[src/switch_spi_regs.svh]
`ifndef SWITCH_SPI_REGS_SVH
`define SWITCH_SPI_REGS_SVH

// ------------------------------------------------------------
// Command word layout
// ------------------------------------------------------------
`define NUM_OUT 2
`define WORD_W 16
`define REG_W 9
`define REG_RST 9'h000
`define CNT_W 4
`define SEL_W 5
`define CMD_WD_BIT 15
`define CMD_GRP_BIT 14
`define CMD_OUT_BIT 13
`define CMD_ADR_MSB 12
`define CMD_ADR_LSB 10
`define ADR_STATUS 3'h0
`define ADR_PWM 3'h1
`define ADR_SWCFG 3'h2
`define ADR_FLTCFG 3'h3
`define ADR_OCCFG 3'h4
`define ADR_GLOBAL 3'h5
`define ADR_CALIB 3'h7
`define SEL_OUT_BIT 3
`define SEL_ADR_MSB 2

// ------------------------------------------------------------
// Field positions
// ------------------------------------------------------------
`define PWM_LAMP_BIT 8
`define PWM_ON_BIT 7
`define DUTY_MSB 6
`define SW_DIRDIS_BIT 5
`define SLEW_MSB 4
`define SLEW_LSB 3
`define DELAY_MSB 2
`define GCR_VDDEN_BIT 8
`define GCR_PWMEN_BIT 7
`endif

[src/switch_spi_pkg.sv]
`include "switch_spi_regs.svh"
package switch_spi_pkg;
   typedef logic [`REG_W-1:0] reg9_t;
   typedef logic [`NUM_OUT-1:0][`REG_W-1:0] reg9_arr_t;
   typedef struct packed {
      logic sclk_s1, sclk_s2, sclk_d;
      logic csn_s1, csn_s2, csn_d;
      logic mosi_s1, mosi_s2;
      logic por_s1, por_s2;
      logic vfail_s1, vfail_s2;
      logic [`NUM_OUT-1:0] din_s1, din_s2;
      logic [`WORD_W-1:0] shift;
      logic [`CNT_W-1:0] cnt;
      logic got;
      logic miso;
      logic miso_oe;
      logic wd;
      logic [`SEL_W-1:0] stsel;
      reg9_arr_t pwm, swcfg, fltcfg, occfg;
      reg9_t global_config, clock_calibration;
      logic [`NUM_OUT-1:0] drive;
      logic [`NUM_OUT-1:0][`DUTY_MSB:0] duty;
      logic [`NUM_OUT-1:0][`DELAY_MSB:0] delay;
   } state_s;
endpackage

[src/switch_spi_command_registers.sv]
`timescale 1ns/1ps
`include "switch_spi_regs.svh"
module switch_spi_command_registers
   import switch_spi_pkg::*;
(
   input wire logic clk_i, // Device clock
   input wire logic reset_i, // Sync reset, active high
   input wire logic por_i, // Both supplies below threshold
   input wire logic vdd_fail_i, // Logic supply failure
   input wire logic sclk_i, // Serial clock pin
   input wire logic cs_n_i, // Chip select pin, low active
   input wire logic mosi_i, // Serial data in pin
   input wire logic [`NUM_OUT-1:0] direct_in_i, // Direct input pins
   input wire logic [`WORD_W-1:0] status_word_i, // Device status word
   output logic miso_o, // Serial data out
   output logic miso_oe_o, // Serial out drive enable
   output logic watchdog_toggle_bit_o, // Last received watchdog bit
   output logic [`NUM_OUT-1:0] drive_o, // Output switch request
   output logic [`NUM_OUT-1:0] low_power_lamp_profile_o, // Lamp profile
   output logic [`NUM_OUT-1:0][`DUTY_MSB:0] duty_cycle_field_o, // Duty
   output logic [`NUM_OUT-1:0][`DELAY_MSB:0] switch_delay_field_o, // Delay
   output logic [`NUM_OUT-1:0][`SLEW_MSB-`SLEW_LSB:0] slew_rate_field_o, // Slew
   output reg9_arr_t output_fault_config_o, // Fault config per output
   output reg9_arr_t output_overcurrent_config_o, // Overcurrent config
   output reg9_t global_config_o, // Global config
   output reg9_t clock_calibration_o // Calibration value
);

   state_s q_ff;
   state_s nxt_q;

   logic sclk_rise;
   logic sclk_fall;
   logic cs_fall;
   logic cs_rise;
   logic commit;
   logic wipe;
   logic [`CMD_ADR_MSB-`CMD_ADR_LSB:0] cmd_adr;
   logic cmd_out;
   reg9_t cmd_data;
   logic [`WORD_W-1:0] rb_word;

   // ------------------------------------------------------------
   // Pin edges and command decode
   // ------------------------------------------------------------
   assign sclk_rise = q_ff.sclk_s2 & ~q_ff.sclk_d;
   assign sclk_fall = ~q_ff.sclk_s2 & q_ff.sclk_d;
   assign cs_fall = ~q_ff.csn_s2 & q_ff.csn_d;
   assign cs_rise = q_ff.csn_s2 & ~q_ff.csn_d;
   assign commit = cs_rise & q_ff.got & (q_ff.cnt == '0);
   assign wipe = q_ff.por_s2 | (q_ff.vfail_s2 & q_ff.global_config[`GCR_VDDEN_BIT]);
   assign cmd_adr = q_ff.shift[`CMD_ADR_MSB:`CMD_ADR_LSB];
   assign cmd_out = q_ff.shift[`CMD_OUT_BIT];
   assign cmd_data = q_ff.shift[`REG_W-1:0];

   // ------------------------------------------------------------
   // Readback word, laid out like a command word
   // ------------------------------------------------------------
   always_comb
   begin
      logic osel;
      reg9_t data;
      osel = q_ff.stsel[`SEL_OUT_BIT];
      data = `REG_RST;
      rb_word = '0;
      case (q_ff.stsel[`SEL_ADR_MSB:0])
         `ADR_PWM: data = q_ff.pwm[osel];
         `ADR_SWCFG: data = q_ff.swcfg[osel];
         `ADR_FLTCFG: data = q_ff.fltcfg[osel];
         `ADR_OCCFG: data = q_ff.occfg[osel];
         `ADR_GLOBAL: data = q_ff.global_config;
         `ADR_CALIB: data = q_ff.clock_calibration;
         default: data = `REG_RST;
      endcase
      if (q_ff.stsel[`SEL_ADR_MSB:0] == `ADR_STATUS)
      begin
         rb_word = status_word_i;
      end
      else
      begin
         rb_word[`REG_W-1:0] = data;
         rb_word[`CMD_ADR_MSB:`CMD_ADR_LSB] = q_ff.stsel[`SEL_ADR_MSB:0];
         rb_word[`CMD_OUT_BIT] = osel;
      end
   end

   // ------------------------------------------------------------
   // Next state
   // ------------------------------------------------------------
   always_comb
   begin
      nxt_q = q_ff;
      nxt_q.sclk_s1 = sclk_i;
      nxt_q.sclk_s2 = q_ff.sclk_s1;
      nxt_q.sclk_d = q_ff.sclk_s2;
      nxt_q.csn_s1 = cs_n_i;
      nxt_q.csn_s2 = q_ff.csn_s1;
      nxt_q.csn_d = q_ff.csn_s2;
      nxt_q.mosi_s1 = mosi_i;
      nxt_q.mosi_s2 = q_ff.mosi_s1;
      nxt_q.por_s1 = por_i;
      nxt_q.por_s2 = q_ff.por_s1;
      nxt_q.vfail_s1 = vdd_fail_i;
      nxt_q.vfail_s2 = q_ff.vfail_s1;
      nxt_q.din_s1 = direct_in_i;
      nxt_q.din_s2 = q_ff.din_s1;
      nxt_q.miso_oe = ~q_ff.csn_s2;

      // Shift path doubles as daisy chain: bits past the first word pass through
      if (cs_fall)
      begin
         nxt_q.shift = rb_word;
         nxt_q.miso = rb_word[`WORD_W-1];
         nxt_q.cnt = '0;
         nxt_q.got = 1'b0;
      end
      else if (!q_ff.csn_s2)
      begin
         if (sclk_rise)
         begin
            nxt_q.shift = {q_ff.shift[`WORD_W-2:0], q_ff.mosi_s2};
            nxt_q.cnt = q_ff.cnt + 1'b1;
            nxt_q.got = 1'b1;
         end
         if (sclk_fall)
         begin
            nxt_q.miso = q_ff.shift[`WORD_W-1];
         end
      end

      // Only the last sixteen bits of a whole-word frame are latched
      if (commit)
      begin
         nxt_q.wd = q_ff.shift[`CMD_WD_BIT];
         if (cmd_adr == `ADR_STATUS)
         begin
            nxt_q.stsel = q_ff.shift[`SEL_W-1:0];
         end
         else if (q_ff.shift[`CMD_GRP_BIT])
         begin
            case (cmd_adr)
               `ADR_PWM: nxt_q.pwm[cmd_out] = cmd_data;
               `ADR_SWCFG: nxt_q.swcfg[cmd_out] = cmd_data;
               `ADR_FLTCFG: nxt_q.fltcfg[cmd_out] = cmd_data;
               `ADR_OCCFG: nxt_q.occfg[cmd_out] = cmd_data;
               default: nxt_q.stsel = q_ff.stsel;
            endcase
         end
         else if (!cmd_out)
         begin
            case (cmd_adr)
               `ADR_GLOBAL: nxt_q.global_config = cmd_data;
               `ADR_CALIB: nxt_q.clock_calibration = cmd_data;
               default: nxt_q.stsel = q_ff.stsel;
            endcase
         end
      end

      for (int i = 0; i < `NUM_OUT; i++)
      begin
         // PWM module takes over, direct pins are then ignored
         nxt_q.drive[i] = q_ff.pwm[i][`PWM_ON_BIT]
            | (q_ff.din_s2[i] & ~q_ff.swcfg[i][`SW_DIRDIS_BIT]
               & ~q_ff.global_config[`GCR_PWMEN_BIT]);
         nxt_q.duty[i] = q_ff.global_config[`GCR_PWMEN_BIT] ? q_ff.pwm[i][`DUTY_MSB:0] : '0;
         nxt_q.delay[i] = q_ff.global_config[`GCR_PWMEN_BIT] ? q_ff.swcfg[i][`DELAY_MSB:0] : '0;
      end

      if (wipe)
      begin
         nxt_q.stsel = '0;
         nxt_q.wd = 1'b0;
         for (int i = 0; i < `NUM_OUT; i++)
         begin
            nxt_q.pwm[i] = `REG_RST;
            nxt_q.swcfg[i] = `REG_RST;
            nxt_q.fltcfg[i] = `REG_RST;
            nxt_q.occfg[i] = `REG_RST;
         end
         nxt_q.global_config = `REG_RST;
         nxt_q.clock_calibration = `REG_RST;
      end
   end

   always_ff @(posedge clk_i)
   begin
      if (reset_i)
      begin
         q_ff <= '0;
         q_ff.sclk_s1 <= 1'b0;
         q_ff.csn_s1 <= 1'b1;
         q_ff.csn_s2 <= 1'b1;
         q_ff.csn_d <= 1'b1;
      end
      else
      begin
         q_ff <= nxt_q;
      end
   end

   // ------------------------------------------------------------
   // Outputs
   // ------------------------------------------------------------
   assign miso_o = q_ff.miso;
   assign miso_oe_o = q_ff.miso_oe;
   assign watchdog_toggle_bit_o = q_ff.wd;
   assign drive_o = q_ff.drive;
   assign duty_cycle_field_o = q_ff.duty;
   assign switch_delay_field_o = q_ff.delay;
   assign output_fault_config_o = q_ff.fltcfg;
   assign output_overcurrent_config_o = q_ff.occfg;
   assign global_config_o = q_ff.global_config;
   assign clock_calibration_o = q_ff.clock_calibration;

   for (genvar g = 0; g < `NUM_OUT; g++)
   begin : g_out
      assign low_power_lamp_profile_o[g] = q_ff.pwm[g][`PWM_LAMP_BIT];
      assign slew_rate_field_o[g] = q_ff.swcfg[g][`SLEW_MSB:`SLEW_LSB];
   end
endmodule

[config.mk]
export PLATFORM = sky130hd
export DESIGN_NAME = switch_spi_command_registers
export DESIGN_NICKNAME = d
export VERILOG_FILES = /design/src/switch_spi_pkg.sv /design/src/switch_spi_command_registers.sv
export VERILOG_INCLUDE_DIRS = /design/src
export SDC_FILE = /design/constraint.sdc
export NUM_CORES = 1
export LEC_CHECK = 0
export BUFFER_PORTS_ARGS = -buffer_cell sky130_fd_sc_hd__buf_2
export CAP_MARGIN = 20
export CORE_ASPECT_RATIO = 1.1
export CORE_MARGIN = 3
export CORE_UTILIZATION = 60
export DETAILED_ROUTE_END_ITERATION = 12
export PLACE_DENSITY = 0.84
export RECOVER_POWER = 100
export SYNTH_ARGS = -nofsm -noshare
export SYNTH_HDL_FRONTEND = slang
export SYNTH_SLANG_ARGS = --single-unit
[constraint.sdc]
create_clock -name clk_i -period 2.79 [get_ports clk_i]
set_input_delay 0.279 -clock clk_i [delete_from_list [all_inputs] [get_ports clk_i]]
set_output_delay 0.279 -clock clk_i [all_outputs]
set_load 0.01 [all_outputs]
# == Word level (Yosys, flattened, before mapping) ==
# Cells that the tools add are included.
# op_classes
addsub,1
n_lt_le_gt_ge,3
eq_ne,13
muxes,23
n_bitwise,24
reduce_logical,19
# op_table
cell,count
$mux W9,10
$bwmux W18,4
$pmux W9 S6,1
$mux W22,2
$mux W21,1
$eq A3 B3 Y1 const B,6
$reduce_and A4 Y1,4
$eq A3 B2 Y1 const B,4
$and A1 B1 Y1,11
$not A1 Y1,10
$reduce_and A5 Y1,2
$demux W9 S1,1
$reduce_and A2 Y1,4
$eq A3 B1 Y1 const B,2
$logic_not A3 Y1,2
$reduce_or A2 Y1,3
$add A4 B1 Y4 const B,1
$logic_not A4 Y1,1
$lt A1 B2 Y1 const B,2
$mux W4,1
$reduce_bool A2 Y1,2
$or A1 B1 Y1,3
$mux W1,2
$mux W2,1
3 further kinds,3
# totals
reg_bits,156
in_bits,25
elab_cells,119

# == Longest topological paths before layout ==
# Gate-level depths: netlist of the first run.
# depth
depth_word,5
depth_mapped,8

# == Worst setup path before layout of the first run ==
# No wires, ideal clock.
# synth_timing
path_type,reg-to-reg
startpoint,register q_ff[124] (netlist bit)
endpoint,register q_ff (netlist bit output_overcurrent_config_o[0])
setup_ns,0.128
arrival_ns,1.567
required_time_ns,2.662
path_slack_ns,1.095
path_stages_with_launch,6
path_buffers,1
synth_period_minus_slack_ns,1.695
path_cell_list,dfxtp_1 -> or4b_4 -> nor4_2 -> buf_6 -> mux2i_1 -> nor2_1
# synth_via
elab_chain_cells,3
# synth_lines
element,line,rtl
"start, declared",switch_spi_command_registers.sv:29,state_s q_ff;
"start signal, assigned",switch_spi_command_registers.sv:197,q_ff <= nxt_q;
$logic_not A4 Y1,switch_spi_command_registers.sv:50,assign commit = cs_rise & q_ff.got & (q_ff.cnt == '0);
$and A1 B1 Y1,switch_spi_command_registers.sv:50,
$reduce_and A4 Y1 (no line),--,
# Every way passes these cells.
# A chain may end at the register's enable or synchronous reset.

# == Worst setup path in the final report of the first run ==
# layout_timing
startpoint,register q_ff[123] (netlist bit)
endpoint,register q_ff (netlist bit global_config_o[4])
# layout_via
elab_chain_cells,3
# layout_lines
element,line
$logic_not A4 Y1,switch_spi_command_registers.sv:50
$and A1 B1 Y1,switch_spi_command_registers.sv:50
$reduce_and A5 Y1 (no line),--
# Every way passes these cells.

==> flow_summary_export.csv, run 1 <==
group,metric,value,unit
global_route,grt_pass1_vias,5161,
synth,synth_compound_area_frac,0.0609,
power_and_ir_drop,p_seq_frac,0.490,
hold_path,hold_class,"in2reg",
synth,synth.cell_area,7110,µm²
synth,ys.flop_type,"dfxtp_1",
power_and_ir_drop,power,4.68,mW
timing,fin_worst_skew,0.00854,ns
place,dp_hpwl,11800,µm
timing,tightest_slew,1.10,ns
clock_tree,cts_tree,"done",
synth,async_flop_share,0,
die,dieArea,13200,µm²
routing,route.vias.total,5233,
finish,layout_commonest_cell,"dfxtp_1",
finish,diodes,0,
routing,route.detailed.drc,0,
place,placedCellCount,876,
critical_path,cp.arrival,2.60,ns
synth,synth_seq_cells,156,
synth,synthAdderAreaFrac,0.00352,
global_route,met3_usage,0.0609,
timing,timing.setup.tns,0,ns
critical_path,start_kind,"flip-flop",
finish,fin_cells,905,
critical_path,cp_data_required_time,3.04,ns
clock_tree,clk_latency,0.41,ns
critical_path,crit_fanout,9,
clock_tree,cts_resized,0,
finish,multi_input_area,3070,µm²
routing,post_drt_via_cell_ratio,5.78,
critical_path,critPathKind,"reg2reg",
power_and_ir_drop,combPwrFrac,0.028,
power_and_ir_drop,p_int,3.69,mW
timing,hold_violations,0,
clock_tree,hold_buffers,0,
timing,rsz0062_at_grt,"no",
timing,timing.final.crit_share,0.845,
synth,syn_inst,737,
power_and_ir_drop,power.density,620,nW/µm²
routing,first_pass_iters,6,
synth,syn_avg_cell_area,9.65,µm²
global_route,grtUsageMet1,0.343,
finish,area_growth,6.16,%
finish,drive_gt1_frac,0.105,
die,start_util,0.616,
power_and_ir_drop,p_sw,992,µW
power_and_ir_drop,peakVddDrop,0.342,mV
synth,syn_nets,764,
routing,drt_iter0_drc,422,
die,num_io_pins,110,
synth,seq_area_frac_synth,0.439,
place,place_ws,0.726,ns
timing,fin_crit,2.36,ns
global_route,grt_max_degree,34,
die,design.core.area,11500,µm²
synth,ys_top_cells_by_area,"dfxtp_1 44%, mux2i_1 21%, buf_4 8.9%",
clock_tree,numCtsBuffers,17,
flow_run,drv_cap,0,
synth,synth.area.mux_share,0.209,
outcome,outcome,"finished, final reports clean",
clock_tree,clk_path_buf_depth,2,
die,rows,41,
global_route,grt_pass1_wl,27100,µm
die,die_y,120,µm
routing,wl,16900,µm
synth,yosysUniqueCellTypes,47,
synth,ys_warn_count,0,
timing,max_freq,424,MHz
global_route,busiest_layer,"met2",
clock_tree,htreeDepth,4,
routing,ant_nets,0,
finish,nFillCells,987,
clock_tree,clk_pin_slew,0.06,ns
place,portBuffers,109,
clock_tree,cts_root_buffer,"clkbuf_16",
global_route,antenna_found_initial,0,
power_and_ir_drop,swShare,0.212,
synth,yosys.area_share.simple,0.155,
finish,final_cell_mix,"155 x dfxtp_1, 146 x mux2i_1, 112 x nor2_1",
timing,slew_headroom,0.265,
global_route,grtUsageMet2,0.423,
clock_tree,postCtsSetupRepairBufs,0,
die,die_w,110,µm
synth,synth_top_family_by_area,"multiplexers",
timing,setup_ws,0.434,ns
timing,setup_violations,0,
finish,nNetsFinal,772,
synth,synth_edf_count,0,
synth,synth_xor_area_frac,0.00369,
finish,regArea,3120,µm²
global_route,overflow,0,
critical_path,worst_path_max_delay_cell,"clkbuf_1",
critical_path,cp-end-kind,"flip-flop",
global_route,grt_use_total,0.267,
power_and_ir_drop,leakage,2.94,nW
power_and_ir_drop,clockPowerShare,0.482,
place,gp_congestion,0.885,
routing,wl_per_cell,18.6,µm
timing,maxSlewViolCount,0,
critical_path,max_stage_delay,0.62,ns
critical_path,worstPathCellList,"or4b_4, nor4_1, clkbuf_1, mux2i_1, nor2_1",
synth,yosys.area.top_type,"dfxtp_1",
synth,synth_top_area_share,0.439,
clock_tree,cts.sinks,156,
state kept, by name (all words and copies together) (netlist names), 2 cells and up:
name,count
low_power_lamp_profile_o,2
clock_calibration_o,9
output_overcurrent_config_o,18
switch_delay_field_o,6
q_ff,49
duty_cycle_field_o,14
output_fault_config_o,18
global_config_o,9
cmd_data,9
nxt_q,9
slew_rate_field_o,4
drive_o,2
cmd_adr,3
worst max-delay path, delay by kind of cell, from the launching register on:
family                 cells  cell delay [ns]
muxes                      1             0.29
buffers and inverters      1             0.62
and+or+nand+nor            3             0.93
DFF                        1             0.36
cell usage after synthesis, types with 2 or more instances:
| cell | count |
|---|---|
| o221ai_1 | 3 |
| or2_2 | 2 |
| mux2_2 | 2 |
| ha_1 | 2 |
| clkbuf_1 | 27 |
| and2_1 | 23 |
| nor2_1 | 112 |
| buf_1 | 2 |
| o21ai_0 | 12 |
| buf_6 | 2 |
| a22oi_1 | 3 |
| a221oi_1 | 5 |
| nand2b_1 | 3 |
| nor3_1 | 11 |
| xor2_1 | 2 |
| a211oi_1 | 9 |
| nand2_1 | 15 |
| nand3_1 | 7 |
| mux2i_1 | 146 |
| clkbuf_4 | 9 |
| buf_4 | 84 |
| or3b_1 | 2 |
| nand3b_1 | 4 |
| nor4_2 | 4 |
| nor3b_1 | 2 |
| o211ai_1 | 4 |
| a31oi_1 | 2 |
| nor2b_1 | 19 |
| a21oi_1 | 12 |
| nand4_1 | 8 |
| inv_1 | 4 |
| dfxtp_1 | 156 |
| a311oi_1 | 2 |
| o31a_1 | 3 |
| o22ai_1 | 8 |
| or3b_2 | 2 |
| buf_2 | 14 |
through the flow:
step	cell area, µm²	utilization	hold slack, ns
3_3_place_gp	7100	0.615	0.395
5_1_grt	7550	0.654	0.0618
6_report	7550	0.654	0.0614
4_1_cts	7680	0.665	0.0535
2_1_floorplan	7110	-	0.383
3_5_place_dp	7100	0.615	0.425
power by group through the flow:
stage	Sequential [mW]	Combinational, mW	Clock [mW]
4_1_cts	2.29	0.130	2.28
2_1_floorplan	2.31	0.109	0
6_report	2.30	0.129	2.26
3_5_place_dp	2.34	0.129	0
3_3_place_gp	2.34	0.125	0
5_1_grt	2.30	0.142	2.38
cell type report:
| cell class | count | area share |
|---|---|---|
| flip-flops and latches | 156 | 0.414 |
| multi-input cells | 438 | 0.406 |
| repair buffers | 128 | 0.0766 |
| clock buffers | 17 | 0.0563 |
| well taps | 150 | 0.0249 |
| clock inverters | 12 | 0.0201 |
| inverters | 4 | 0.00199 |
path summary, 6_finish.rpt:
| kind | from | endpoint | slack, ns | depth (start not counted) |
|---|---|---|---|---|
| worst min register to register | nxt_q[152] | nxt_q[151] | 0.42 | 1 |
| worst min-delay path | cs_n_i | nxt_q[152] | 0.06 | 2 |
| worst max-delay path | q_ff[123] | global_config_o[4] | 0.43 | 5 |
| worst max register to register | q_ff[123] | global_config_o[4] | 0.43 | 5 |
cells by family (layout without fill, tap and decap cells):
group / Yosys count / count (layout)
AND/OR/NAND/NOR: 220 / 220
flip-flops: 156 / 156
multiplexers: 148 / 148
buffers and inverters: 143 / 161
AO/OA/AOI/OAI: 65 / 65
XOR/XNOR: 3 / 3
adder cells (fa/ha/maj): 2 / 2
layer usage:
metal,wire [µm],part of all wire
met5,0,0
met4,466,0.028
met3,1240,0.074
met2,8130,0.48
met1,7020,0.42
Power figures use the tool's default switching activity.
==> inputs of run 2 (changes only) <==
Settings changed: CORE_UTILIZATION 60 to 51, PLACE_DENSITY 0.84 to 0.76.
Clock period 2.79 ns to 2 ns, I/O delays scaled along.
==> run 2 against run 1 <==
  * Via count grew 2.9%
  * Non-clock buffer count grew 26
  * Critical path depth is the same
  * Cell area grew 4.7%
  * Maximum frequency grew 21%
  * Worst hold slack lost 0.022 ns
  * Clock skew shrank 0.00069 ns
  * Combinational power grew 75%
  * Highest routed layer unchanged
==> flow_summary_export.csv, run 2 (same netlist as run 1, synthesis figures left out) <==
group,metric,value,unit
power_and_ir_drop,power.density,880,nW/µm²
timing,tightest_slew,0.720,ns
die,design.core.area,13400,µm²
timing,fin_worst_skew,0.00784,ns
routing,ant_nets,0,
power_and_ir_drop,p_int,5.51,mW
die,num_io_pins,110,
clock_tree,numCtsBuffers,17,
timing,rsz0062_at_grt,"no",
routing,first_pass_iters,6,
routing,wl,18100,µm
power_and_ir_drop,p_sw,1.44,mW
place,portBuffers,109,
critical_path,start_kind,"flip-flop",
clock_tree,htreeDepth,4,
critical_path,cp_data_required_time,2.31,ns
power_and_ir_drop,power,6.95,mW
finish,drive_gt1_frac,0.130,
critical_path,reg2reg_depth,5,
critical_path,r2r_start,"q_ff[123]",
clock_tree,cts_tree,"done",
routing,drt_iter0_drc,472,
power_and_ir_drop,swShare,0.207,
finish,nNetsFinal,798,
clock_tree,clk_path_buf_depth,2,
clock_tree,clk_pin_slew,0.06,ns
finish,area_growth,11.1,%
timing,hold_violations,0,
timing,timing.final.crit_share,0.975,
finish,largest_reg_flops,49,
critical_path,crit_fanout,9,
timing,slew_headroom,0.520,
die,die_w,119,µm
clock_tree,postCtsSetupRepairBufs,0,
die,dieArea,15400,µm²
critical_path,critPathKind,"reg2reg",
finish,postLayoutCoreUtil,0.588,
global_route,grt_pass1_vias,5192,
routing,wl_per_cell,18.7,µm
critical_path,cp.arrival,2.26,ns
timing,maxSlewViolCount,0,
place,dp_hpwl,12500,µm
power_and_ir_drop,combPwrFrac,0.033,
die,die_y,130,µm
place,gp_congestion,0.897,
clock_tree,clk_latency,0.43,ns
die,rows,44,
outcome,outcome,"finished, final reports clean",
timing,max_freq,513,MHz
clock_tree,cts_root_buffer,"clkbuf_16",
hold_path,holdPathStages,3,
finish,layout_commonest_cell,"dfxtp_1",
clock_tree,cts.sinks,156,
critical_path,cp-end-kind,"flip-flop",
routing,post_drt_via_cell_ratio,5.57,
finish,top_register,"q_ff",
global_route,grt_use_total,0.233,
timing,fin_crit,1.95,ns
global_route,antenna_found_initial,0,
flow_run,drv_cap,0,
finish,final_cell_mix,"155 x dfxtp_1, 146 x mux2i_1, 112 x nor2_1",
global_route,grt_max_degree,59,
global_route,overflow,0,
finish,diodes,0,
power_and_ir_drop,p_seq_frac,0.460,
hold_path,hold_class,"in2reg",
critical_path,cp-startpoint,"q_ff[123]",
power_and_ir_drop,clockPowerShare,0.508,
routing,route.vias.total,5387,
routing,route.detailed.drc,0,
hold_path,min_from,"status_word_i[15]",
global_route,grt_pass1_wl,28000,µm
power_and_ir_drop,peakVddDrop,0.610,mV
power_and_ir_drop,leakage,3.12,nW
timing,timing.setup.tns,0,ns
timing,setup_violations,0,
die,start_util,0.529,
==> run 2: critical path, stage by stage, from the launching register on <==
cell	delay [ns]
dfxtp_1	0.36
or4b_4	0.61
nor4_1	0.27
buf_4	0.28
mux2i_1	0.23
nor2_1	0.07
==> run 2: path summary, 6_finish.rpt <==
check | endpoint | slack (ns)
max | clock_calibration_o[0] | 0.05
min | q_ff[140] | 0.04
max reg2reg | clock_calibration_o[0] | 0.05
min reg2reg | nxt_q[151] | 0.42
==> run 2: layer usage <==
| layer | track usage | part of all wire | up-vias | routed length [µm] |
|---|---|---|---|---|
| met2 | 0.378 | 0.47 | 253 | 8410 |
| met1 | 0.291 | 0.42 | 2572 | 7560 |
| met4 | 0.106 | 0.037 | 0 | 663 |
| met3 | 0.0646 | 0.079 | 54 | 1430 |
| li1 | - | - | 2508 | - |
| met5 | 0 | 0 | - | 0 |
==> run 2: timing repair <==
item	in CTS	in global routing
endpoints found under the hold margin	7	0
hold buffers	7	0
endpoints found under the setup margin	0	9
gates resized for setup	0	5
==> run 2: area by class of cell <==
cell class,count,area (µm²)
timing repair buffer,154,808
multi-input combinational,438,3070
inverter,4,15.0
tap,184,230
clock inverter,11,190
sequential,156,3120
clock buffer,21,460
fill,1206,5530
==> run 2: power by group through the flow <==
stage          registers, mW  clock network (mW)  logic (mW)
2_1_floorplan           3.23                   0       0.152
3_5_place_dp            3.26                   0       0.211
3_3_place_gp            3.26                   0       0.205
6_report                3.19                3.53       0.226
4_1_cts                 3.19                3.57       0.223
5_1_grt                 3.20                3.71       0.242
==> run 2: through the flow <==
step / hold slack, ns / instances / worst slack (ns) / area [µm²]
detailed placement: 0.387 / 927 / 0.0739 / 7300
global placement: 0.382 / 927 / 0.205 / 7300
floorplan: 0.304 / 737 / 0.305 / 7110
finish: 0.0389 / 968 / 0.0496 / 7900
global route: 0.0415 / 968 / 0.00769 / 7900
CTS: 0.0254 / 966 / 0.00750 / 8020
